==> config.mk <==
export PLATFORM = sky130hd
export DESIGN_NAME = rsl_strap_latch
export DESIGN_NICKNAME = d
export VERILOG_FILES = /design/src/rtl/rsl_pkg.sv /design/src/rtl/rsl_dec_if.sv /design/src/rtl/rsl_strap_latch.sv /design/src/rtl/rsl_sync.sv /design/src/rtl/rsl_level_dec.sv
export SDC_FILE = /design/constraint.sdc
export NUM_CORES = 1
export LEC_CHECK = 0
export ABC_AREA = 1
export BUFFER_PORTS_ARGS = -buffer_cell sky130_fd_sc_hd__buf_4
export CAP_MARGIN = 20
export CORE_MARGIN = 1.5
export CORE_UTILIZATION = 47
export DETAILED_ROUTE_END_ITERATION = 16
export PLACE_DENSITY = 0.76
export SLEW_MARGIN = 30
export SYNTH_ARGS = -nofsm -noshare
export SYNTH_HDL_FRONTEND = slang
export SYNTH_HIERARCHICAL = 1
export SYNTH_SLANG_ARGS = --single-unit
==> constraint.sdc <==
create_clock -name clock -period 2.37 [get_ports clock]
set_clock_uncertainty 0.05 [all_clocks]
set_input_delay 0.474 -clock clock [delete_from_list [all_inputs] [get_ports clock]]
set_output_delay 0.474 -clock clock [all_outputs]
set_load 0.05 [all_outputs]
==> src/rtl/rsl_pkg.sv <==
// Behaviour
// Sample all straps at power-on and again when external reset is released.
// Pins act as straps only around reset; captured once, then freed.
// Captured D+ strap per port: 0 means D+ enabled, 1 disabled.
// Captured D- strap per port: 0 means D- enabled, 1 disabled.
// Port disabled only when both its D+ and D- straps are high.
// Disabling a port's USB 2.0 path also disables its SuperSpeed path.
// Fixed-port code picks none, port 1, 1-2, 1-3, 1-4 or 1-6 non-removable.
// Charge-port code picks none, port 1, 1-2, 1-3, 1-4 or 1-6 charging.
// Each charge-selected port enables both dedicated and downstream charging modes.
// Three captured mode straps choose the operating mode.
// Board must hold straps at their levels before the capture point.
// External reset input is active low, driven by the system.
// Captured values stay fixed until the next reset.
package rsl_pkg;

  localparam int PORT_COUNT = 6;
  localparam int CODE_W     = 3;
  localparam int MODE_W     = 3;
  localparam int STRAP_W    = 2 * PORT_COUNT + 3 * CODE_W;

  // Settle time after reset release before the straps are trusted
  localparam int CLOCK_MHZ           = 40;
  localparam int STRAP_SETTLE_NS     = 100;
  localparam int STRAP_SETTLE_CYCLES = (STRAP_SETTLE_NS * CLOCK_MHZ + 999) / 1000;
  localparam logic [3:0] SETTLE_LAST = 4'(STRAP_SETTLE_CYCLES - 1);

  // Six-level resistor code from the analog detector
  localparam logic [2:0] LVL_200K_DOWN = 3'h0;
  localparam logic [2:0] LVL_200K_UP   = 3'h1;
  localparam logic [2:0] LVL_10K_DOWN  = 3'h2;
  localparam logic [2:0] LVL_10K_UP    = 3'h3;
  localparam logic [2:0] LVL_10R_DOWN  = 3'h4;
  localparam logic [2:0] LVL_10R_UP    = 3'h5;

  localparam logic [5:0] MASK_NONE = 6'h00;
  localparam logic [5:0] MASK_P1   = 6'h01;
  localparam logic [5:0] MASK_P12  = 6'h03;
  localparam logic [5:0] MASK_P13  = 6'h07;
  localparam logic [5:0] MASK_P14  = 6'h0F;
  localparam logic [5:0] MASK_P16  = 6'h3F;

  // APB register map, byte addresses
  localparam int ADDR_W = 8;
  localparam logic [7:0] OFS_STATUS = 8'h00;
  localparam logic [7:0] OFS_PORTS  = 8'h04;
  localparam logic [7:0] OFS_CODES  = 8'h08;
  localparam logic [7:0] OFS_MASKS  = 8'h0C;
  localparam logic [7:0] OFS_CTRL   = 8'h10;

  // Field positions
  localparam int FLD_DPLUS   = 0;
  localparam int FLD_DMINUS  = 8;
  localparam int FLD_FIXED   = 0;
  localparam int FLD_CHARGE  = 8;
  localparam int FLD_MODE    = 16;
  localparam int FLD_USB2_ON = 0;
  localparam int FLD_FIX_MSK = 8;
  localparam int FLD_CHG_MSK = 16;
  localparam int FLD_VALID   = 0;
  localparam int FLD_WINDOW  = 1;

  localparam logic [5:0]  CTRL_RESET  = 6'h00;
  localparam logic [31:0] RDATA_RESET = 32'h0000_0000;

  typedef enum logic [1:0] {
    ST_SETTLE,
    ST_CAPTURE,
    ST_HELD
  } rsl_state_t;

endpackage

==> src/rtl/rsl_dec_if.sv <==
`timescale 1ns/1ps
`default_nettype none
interface rsl_dec_if;
  logic [2:0] code;
  logic [5:0] mask;
  modport dec  (input code, output mask);
  modport user (output code, input mask);
endinterface // rsl_dec_if
`default_nettype wire

==> src/rtl/rsl_strap_latch.sv <==
`timescale 1ns/1ps
`default_nettype none
module rsl_strap_latch
  import rsl_pkg::*;
(
  input  wire logic                  clock,
  input  wire logic                  reset_n,
  // Strap pins, already resolved to logic or level codes
  input  wire logic [PORT_COUNT-1:0] port_dplus_off_strap,
  input  wire logic [PORT_COUNT-1:0] port_dminus_off_strap,
  input  wire logic [CODE_W-1:0]     fixed_port_count_strap,
  input  wire logic [CODE_W-1:0]     charge_port_count_strap,
  input  wire logic [MODE_W-1:0]     device_mode_strap,
  // Decoded defaults and capture status
  output var  logic [PORT_COUNT-1:0] port_usb2_on,
  output var  logic [PORT_COUNT-1:0] port_ss_on,
  output var  logic [PORT_COUNT-1:0] port_fixed,
  output var  logic [PORT_COUNT-1:0] port_dcp_on,
  output var  logic [PORT_COUNT-1:0] port_cdp_on,
  output var  logic [MODE_W-1:0]     device_mode,
  output var  logic                  strap_window,
  output var  logic                  config_valid,
  // APB slave
  input  wire logic                  psel,
  input  wire logic                  penable,
  input  wire logic                  pwrite,
  input  wire logic [ADDR_W-1:0]     paddr,
  input  wire logic [31:0]           pwdata,
  output var  logic [31:0]           prdata,
  output var  logic                  pready,
  output var  logic                  pslverr
);

  // Synchronised strap levels
  logic [STRAP_W-1:0]    strap_sync;
  logic [PORT_COUNT-1:0] dplus_sync;
  logic [PORT_COUNT-1:0] dminus_sync;
  logic [CODE_W-1:0]     fixed_sync;
  logic [CODE_W-1:0]     charge_sync;
  logic [MODE_W-1:0]     mode_sync;

  // Captured straps
  logic [PORT_COUNT-1:0] dplus_reg;
  logic [PORT_COUNT-1:0] dminus_reg;
  logic [CODE_W-1:0]     fixed_reg;
  logic [CODE_W-1:0]     charge_reg;
  logic [MODE_W-1:0]     mode_reg;

  rsl_state_t            state_reg;
  rsl_state_t            state_next;
  logic [3:0]            settle_reg;
  logic [PORT_COUNT-1:0] sw_off_reg;
  logic [PORT_COUNT-1:0] disabled;
  logic [31:0]           rd_next;
  logic                  addr_ok;
  logic                  setup;
  logic                  done;
  logic                  wr_ctrl;
  logic                  core_reset_n;

  rsl_dec_if fixed_if ();
  rsl_dec_if charge_if ();

  // Reset pin releases at any time; retimed so no flop on core_reset_n leaves reset mid-edge (u_sync stays on reset_n)
  rsl_sync #(
    .W (1)
  ) u_reset_sync (
    .clock   (clock),
    .reset_n (reset_n),
    .d       (1'b1),
    .q       (core_reset_n)
  );

  // Pins come from the board, so they cross into the clock domain first
  rsl_sync #(
    .W (STRAP_W)
  ) u_sync (
    .clock   (clock),
    .reset_n (reset_n),
    .d       ({port_dplus_off_strap, port_dminus_off_strap, fixed_port_count_strap,
                charge_port_count_strap, device_mode_strap}),
    .q       (strap_sync)
  );

  assign {dplus_sync, dminus_sync, fixed_sync, charge_sync, mode_sync} = strap_sync;

  rsl_level_dec u_fixed_dec (
    .bus (fixed_if)
  );

  rsl_level_dec u_charge_dec (
    .bus (charge_if)
  );

  assign fixed_if.code  = fixed_reg;
  assign charge_if.code = charge_reg;

  // Capture sequence

  always_comb begin
    state_next = state_reg;
    unique case (state_reg)
      ST_SETTLE: begin
        // Wait for the synchroniser to fill and the pins to settle
        if (settle_reg == SETTLE_LAST) begin
          state_next = ST_CAPTURE;
        end
      end
      ST_CAPTURE: begin
        state_next = ST_HELD;
      end
      ST_HELD: begin
        state_next = ST_HELD;
      end
    endcase
  end

  // Every reset, power-on or external, restarts the sequence
  always_ff @(posedge clock or negedge core_reset_n) begin
    if (!core_reset_n) begin
      state_reg <= ST_SETTLE;
    end else begin
      state_reg <= state_next;
    end
  end

  always_ff @(posedge clock or negedge core_reset_n) begin
    if (!core_reset_n) begin
      settle_reg <= '0;
    end else if (state_reg == ST_SETTLE && settle_reg != SETTLE_LAST) begin
      settle_reg <= settle_reg + 4'h1;
    end
  end

  // Straps are taken exactly once per reset and then left alone
  always_ff @(posedge clock or negedge core_reset_n) begin
    if (!core_reset_n) begin
      dplus_reg  <= '0;
      dminus_reg <= '0;
      fixed_reg  <= LVL_200K_DOWN;
      charge_reg <= LVL_200K_DOWN;
      mode_reg   <= '0;
    end else if (state_reg == ST_CAPTURE) begin
      dplus_reg  <= dplus_sync;
      dminus_reg <= dminus_sync;
      fixed_reg  <= fixed_sync;
      charge_reg <= charge_sync;
      mode_reg   <= mode_sync;
    end
  end

  // Pins belong to the strap function until the capture is done
  always_ff @(posedge clock or negedge core_reset_n) begin
    if (!core_reset_n) begin
      strap_window <= 1'b1;
    end else begin
      strap_window <= (state_next != ST_HELD);
    end
  end

  // Valid rises with the first decoded outputs, never ahead of them
  always_ff @(posedge clock or negedge core_reset_n) begin
    if (!core_reset_n) begin
      config_valid <= 1'b0;
    end else begin
      config_valid <= (state_reg == ST_HELD);
    end
  end

  // Decoded defaults

  assign disabled = dplus_reg & dminus_reg;

  // Outputs stay off until the capture has produced real values
  always_ff @(posedge clock or negedge core_reset_n) begin
    if (!core_reset_n) begin
      port_usb2_on <= '0;
    end else if (state_reg == ST_HELD) begin
      port_usb2_on <= ~disabled & ~sw_off_reg;
    end else begin
      port_usb2_on <= '0;
    end
  end

  always_ff @(posedge clock or negedge core_reset_n) begin
    if (!core_reset_n) begin
      port_ss_on <= '0;
    end else if (state_reg == ST_HELD) begin
      port_ss_on <= ~disabled & ~sw_off_reg;
    end else begin
      port_ss_on <= '0;
    end
  end

  always_ff @(posedge clock or negedge core_reset_n) begin
    if (!core_reset_n) begin
      port_fixed <= '0;
    end else if (state_reg == ST_HELD) begin
      port_fixed <= fixed_if.mask;
    end else begin
      port_fixed <= '0;
    end
  end

  always_ff @(posedge clock or negedge core_reset_n) begin
    if (!core_reset_n) begin
      port_dcp_on <= '0;
    end else if (state_reg == ST_HELD) begin
      port_dcp_on <= charge_if.mask;
    end else begin
      port_dcp_on <= '0;
    end
  end

  always_ff @(posedge clock or negedge core_reset_n) begin
    if (!core_reset_n) begin
      port_cdp_on <= '0;
    end else if (state_reg == ST_HELD) begin
      port_cdp_on <= charge_if.mask;
    end else begin
      port_cdp_on <= '0;
    end
  end

  always_ff @(posedge clock or negedge core_reset_n) begin
    if (!core_reset_n) begin
      device_mode <= '0;
    end else if (state_reg == ST_HELD) begin
      device_mode <= mode_reg;
    end else begin
      device_mode <= '0;
    end
  end

  // APB slave, no wait states: the answer is prepared in the setup cycle

  assign setup   = psel && !penable;
  assign done    = psel && penable && pready;
  assign wr_ctrl = done && pwrite && (paddr == OFS_CTRL);

  always_comb begin
    rd_next = RDATA_RESET;
    addr_ok = 1'b1;
    unique case (paddr)
      OFS_STATUS: begin
        rd_next[FLD_VALID]  = config_valid;
        rd_next[FLD_WINDOW] = strap_window;
      end
      OFS_PORTS: begin
        rd_next[FLD_DPLUS +: PORT_COUNT]  = dplus_reg;
        rd_next[FLD_DMINUS +: PORT_COUNT] = dminus_reg;
      end
      OFS_CODES: begin
        rd_next[FLD_FIXED +: CODE_W]  = fixed_reg;
        rd_next[FLD_CHARGE +: CODE_W] = charge_reg;
        rd_next[FLD_MODE +: MODE_W]   = mode_reg;
      end
      OFS_MASKS: begin
        rd_next[FLD_USB2_ON +: PORT_COUNT] = port_usb2_on;
        rd_next[FLD_FIX_MSK +: PORT_COUNT] = port_fixed;
        rd_next[FLD_CHG_MSK +: PORT_COUNT] = port_dcp_on;
      end
      OFS_CTRL: begin
        rd_next[PORT_COUNT-1:0] = sw_off_reg;
      end
      default: begin
        addr_ok = 1'b0;
      end
    endcase
  end

  always_ff @(posedge clock or negedge core_reset_n) begin
    if (!core_reset_n) begin
      pready <= 1'b0;
    end else if (done) begin
      pready <= 1'b0;
    end else if (setup) begin
      pready <= 1'b1;
    end
  end

  // Read data and error are frozen in the setup cycle and held to completion
  always_ff @(posedge clock or negedge core_reset_n) begin
    if (!core_reset_n) begin
      prdata  <= RDATA_RESET;
      pslverr <= 1'b0;
    end else if (setup) begin
      prdata  <= pwrite ? RDATA_RESET : rd_next;
      pslverr <= !addr_ok;
    end else if (done) begin
      prdata  <= RDATA_RESET;
      pslverr <= 1'b0;
    end
  end

  // Software port-off mask; it masks port_usb2_on and port_ss_on but never the captured straps
  always_ff @(posedge clock or negedge core_reset_n) begin
    if (!core_reset_n) begin
      sw_off_reg <= CTRL_RESET;
    end else if (wr_ctrl) begin
      sw_off_reg <= pwdata[PORT_COUNT-1:0];
    end
  end

endmodule // rsl_strap_latch
`default_nettype wire

==> src/rtl/rsl_sync.sv <==
`timescale 1ns/1ps
`default_nettype none
module rsl_sync #(
  parameter int W = 1
) (
  input  wire logic         clock,
  input  wire logic         reset_n,
  input  wire logic [W-1:0] d,
  output var  logic [W-1:0] q
);

  logic [W-1:0] meta_reg;

  always_ff @(posedge clock or negedge reset_n) begin
    if (!reset_n) begin
      meta_reg <= '0;
      q        <= '0;
    end else begin
      meta_reg <= d;
      q        <= meta_reg;
    end
  end

endmodule // rsl_sync
`default_nettype wire

==> src/rtl/rsl_level_dec.sv <==
`timescale 1ns/1ps
`default_nettype none
module rsl_level_dec
  import rsl_pkg::*;
(
  rsl_dec_if.dec bus
);

  always_comb begin
    unique case (bus.code)
      LVL_200K_DOWN: bus.mask = MASK_NONE;
      LVL_200K_UP:   bus.mask = MASK_P1;
      LVL_10K_DOWN:  bus.mask = MASK_P12;
      LVL_10K_UP:    bus.mask = MASK_P13;
      LVL_10R_DOWN:  bus.mask = MASK_P14;
      LVL_10R_UP:    bus.mask = MASK_P16;
      // Reserved codes fall back to the safest setting
      default:       bus.mask = MASK_NONE;
    endcase
  end

endmodule // rsl_level_dec
`default_nettype wire

## Word-level counts from Yosys, hierarchy flattened

Index checks and enable logic that the tools add are counted.

| cells by class | value |
|---|---|
| add/subtract/negate cells | 1 |
| $mul | 0 |
| divide/modulo/power cells | 0 |
| $lt $le $gt $ge | 0 |
| eq/ne operators | 19 |
| shift operators | 0 |
| multiplexer cells | 23 |
| bitwise operators | 4 |
| reduce and logical (&&, ||, !) cells | 13 |

Operators by type and width:

| kind | count |
|---|---|
| $mux 32 | 2 |
| $pmux 6 s5 | 2 |
| $mux 22 | 1 |
| $mux 6 | 3 |
| $pmux 3 s3 | 2 |
| $eq 8x4->1 const B | 2 |
| $and 6x6->6 | 2 |
| $eq 3x2->1 const B | 4 |
| $eq 3x3->1 const B | 4 |
| $not 6->6 | 2 |
| $pmux 3 s2 | 2 |
| $pmux 2 s5 | 1 |
| $eq 8x3->1 const B | 1 |
| $eq 8x5->1 const B | 1 |
| $logic_not 8->1 | 1 |
| $eq 3x1->1 const B | 2 |
| $logic_and 1x1->1 | 6 |
| $mux 3 | 2 |
| $mux 1 | 5 |
| $reduce_or 5->1 | 1 |
| $add 4x1->4 const B | 1 |
| $eq 4x2->1 const B | 1 |
| $ne 4x2->1 const B | 1 |
| $pmux 1 s4 | 1 |
| 9 further kinds | 10 |

| storage, ports and cells | value |
|---|---|
| flip-flop bits (word level) | 134 |
| latch bits | 0 |
| bits in writable memories | 0 |
| bits in read-only memories | 0 |
| input bits | 66 |
| output and inout port bits | 69 |
| memories | 0 |

## Logic depth before layout (Yosys ltp)

| logic depth | value |
|---|---|
| word-level depth | 5 |
| depth in mapped cells | 11 |
| depth with buffers taken out | 10 |

## Cells and area by module

The synthesis kept the hierarchy.

Modules (own cells, without submodules):

| module | instances | cells each | area each (µm²) | seq. area each (µm²) |
|---|---|---|---|---|
| rsl_strap_latch | 1 | 396 | 3564.7 | 1903.1 |
| rsl_sync (u_sync) | 1 | 42 | 1051.0 | 1051.0 |
| rsl_level_dec | 2 | 13 | 57.6 | 0.0 |
| rsl_sync (u_reset_sync) | 1 | 2 | 50.0 | 50.0 |

## Worst setup path after synthesis

Ideal clock, no wire load.

| timing | value |
|---|---|
| path type | register -> output |
| from | reg, netlist name port_cdp_on[3] |
| to | out port_dcp_on[3] |
| data arrival time | 0.904 ns |
| path slack | 0.942 ns |
| stages on the path, launching flop included | 2 |
| path through | dfrtp_1 > buf_4 |

RTL lines:

| element | RTL line | source |
|---|---|---|
| end: declaration | rsl_strap_latch.sv:18 | `output var logic [PORT_COUNT-1:0] port_dcp_on,` |

## Final worst setup path

| timing | value |
|---|---|
| from | reg strap_window |
| to | out strap_window |

RTL lines:

| element | RTL line | source |
|---|---|---|
| start: declaration | rsl_strap_latch.sv:21 | `output var logic strap_window,` |
| start signal: assignment | rsl_strap_latch.sv:157 | `strap_window <= (state_next != ST_HELD);` |

No word-level cell between the ends.

==> reports/results.tsv <==
metric	value	unit
status	completed	
tightest_slew	0.6423	ns
final_nets	629	
min_from	fixed_port_count_strap[1]	
drc	0	
die-width	103.9	um
die_h	103.9	um
antenna_left	0	
crit_buf_inv	1	
async_reset_ff_frac	1.000	
root_buffer	clkbuf_8	
cp_cell_sequence	buf_4	
cts.reportedPaths.clkPinSlew	0.06	ns
clkSinkCount	120	
end_kind	primary output	
hold_depth	1	
firstDrtPassIters	5	
synthFlopType	dfrtp_1	
cts_made_buffers	17	
setup_violations	0	
path_delay_family	flip-flops	
hold_end	u_sync/meta_reg[7]	
dr_total_vias	3313	
r2r_setup_slack	0.68	ns
avgSynthCellArea	10.26	um^2
hold_path_class	input pin to flop	
netlist_area	4781	um^2
synth_area_leaders	dfrtp_1 62%, nand2_1 11%, buf_4 4.6%	
track_usage	0.1890	
fin_hold_ws	0.02323	ns
worst_slack	0.6075	ns
clk_latency	0.51	ns
period_share	0.7437	
cts_setup_buffers	0	
core	9819	um^2
fmax	567.4	MHz
synth_most_common_cell	nand2_1	
total_power	5.134	mW
grt_pass1_wl	16150	um
yosys-top-cells-count	137 x nand2_1, 119 x dfrtp_1, 58 x inv_1, 29 x buf_4, 18 x nor2_1	
synth_enable_flop_cells	0	
boundaryPins	135	
period_needed	1.762	ns
slew_violations	0	
drt_iter0_drc	197	
reg2regPathDepth	5	
cp_max_fo	2	
ys_types	32	
cts_resized	0	
areaGrowthSynthToFinish	26.75	%
antenna_found_initial	0	
layout-drive-gt1-share	0.2920	
wire_per_inst	13.47	um
io_buffer_count	94	
routed_wl	9495	um
regArea	3005	um^2
slew-limit-headroom	0.5718	
worstSetupPathType	flop to primary output	
cpPeakStageDelay	0.54	ns
grt_max_degree	45	
antenna_cells	0	
crit_required	1.85	ns
rsz0062_at_grt	false	
power_density	847.2	nW/um^2
cp_slowest_cell	dfstp_2	
finalHoldViolCount	0	
fillerInstances	797	
clockBufferDepth	2	
multiInputGateArea	1306	um^2
yosysTopAreaCellShare	0.6229	
post-place-ws	0.5484	ns
h-tree-depth	4	
cts_tree	yes	
reg2reg_from	state_reg[1]	
die_area	10790	um^2
start_kind	flop	
ys_warn_count	6	
place.gp.congestion	0.8289	
r2r_end	fixed_if.code[0]	
rows	36	
hpwl	6679	um
start_util	0.4869	
cap_violations	0	
grt_pass1_vias	3447	
p_leak	3.180	nW
postSynthCellCount	466	
critPathArrivalTime	1.24	ns
yosys_register_bits	120	
setup_tns	0	ns
synth_area_leader_cell	dfrtp_1	
ir_drop	0.0006167	V
vias_per_cell	4.699	
seq_area_frac_synth	0.6284	
gr-total-overflow	0	
## cell families (layout without fill, tap and decap cells)
family / after synthesis / count (layout) / share of synthesized area
AND/OR/NAND/NOR: 182 / 182 / 0.1604
AO/OA/AOI/OAI: 43 / 43 / 0.05915
flip-flops: 120 / 120 / 0.6284
buffers and inverters: 101 / 194 / 0.1086
XOR/XNOR: 3 / 3 / 0.005497
multiplexers: 11 / 11 / 0.02591
other: 2 / 15 / 0.001571
adder cells (fa/ha/maj): 4 / 4 / 0.01047
## cell usage in the layout (no fill, tap or decap), types with 3 or more instances in the layout
cell type     n
o21ai_2       6
a211oi_1      6
conb_1       15
inv_1        58
nor2_2        3
buf_4        99
o21ai_1       6
a32o_1        3
bufinv_16     3
clkbuf_16    16
o211ai_1      3
nand2_1     137
nand3_1      12
inv_2         4
nor2_1       18
clkinvlp_4    3
nor2_4        4
clkinv_2      4
nand2_2       4
dfrtp_1     118
ha_1          4
o21ai_0      15
clkbuf_8      3
mux2_2       11
## where the power goes
part	internal [mW]	total [mW]	switching [mW]
clock	1.65	2.52	0.872
sequential	2.13	2.19	0.0558
combinational	0.123	0.424	0.301
## timing repair
| action | in CTS | in global routing |
|---|---|---|
| hold buffers | 1 | 0 |
| endpoints found under the setup margin | 0 | 0 |
| hold endpoints to repair | 44 | 0 |
## routing by layer
metal	global-route usage	routed length (um)	vias to the layer above
met5	0	0	-
met4	0.08532	241	0
met3	0.04699	609	24
met2	0.3184	4846	144
met1	0.2300	3797	1566
li1	-	-	1579
## layout make-up
cell class | count | share of cell area
clock inverter | 12 | 0.02478
inverter | 62 | 0.03841
tap | 133 | 0.02746
sequential | 120 | 0.4960
timing repair buffer | 100 | 0.1243
multi-input combinational | 258 | 0.2156
clock buffer | 20 | 0.07351
## worst max path at each step
stage	depth (start not counted)	end	slack, ns	start
5_1_grt	5	fixed_if.code[0]	0.53	state_reg[1]
3_3_place_gp	7	sw_off_reg[2]	0.58	paddr[2]
2_1_floorplan	1	port_dcp_on[3]	0.94	port_cdp_on[3]
6_report	1	strap_window	0.61	strap_window
4_1_cts	1	strap_window	0.59	strap_window
3_5_place_dp	10	prdata[0]	0.55	paddr[4]
## per-stage QoR
| stage | utilization | cell area, um^2 | std cells |
|---|---|---|---|
| global placement | 0.5554 | 5454 | 672 |
| CTS | 0.6171 | 6060 | 705 |
| detailed placement | 0.5554 | 5454 | 672 |
| finish | 0.6171 | 6060 | 705 |
| global route | 0.6171 | 6060 | 705 |
| floorplan | - | 4831 | 479 |
Note: power is estimated with default switching activity, not from simulation.
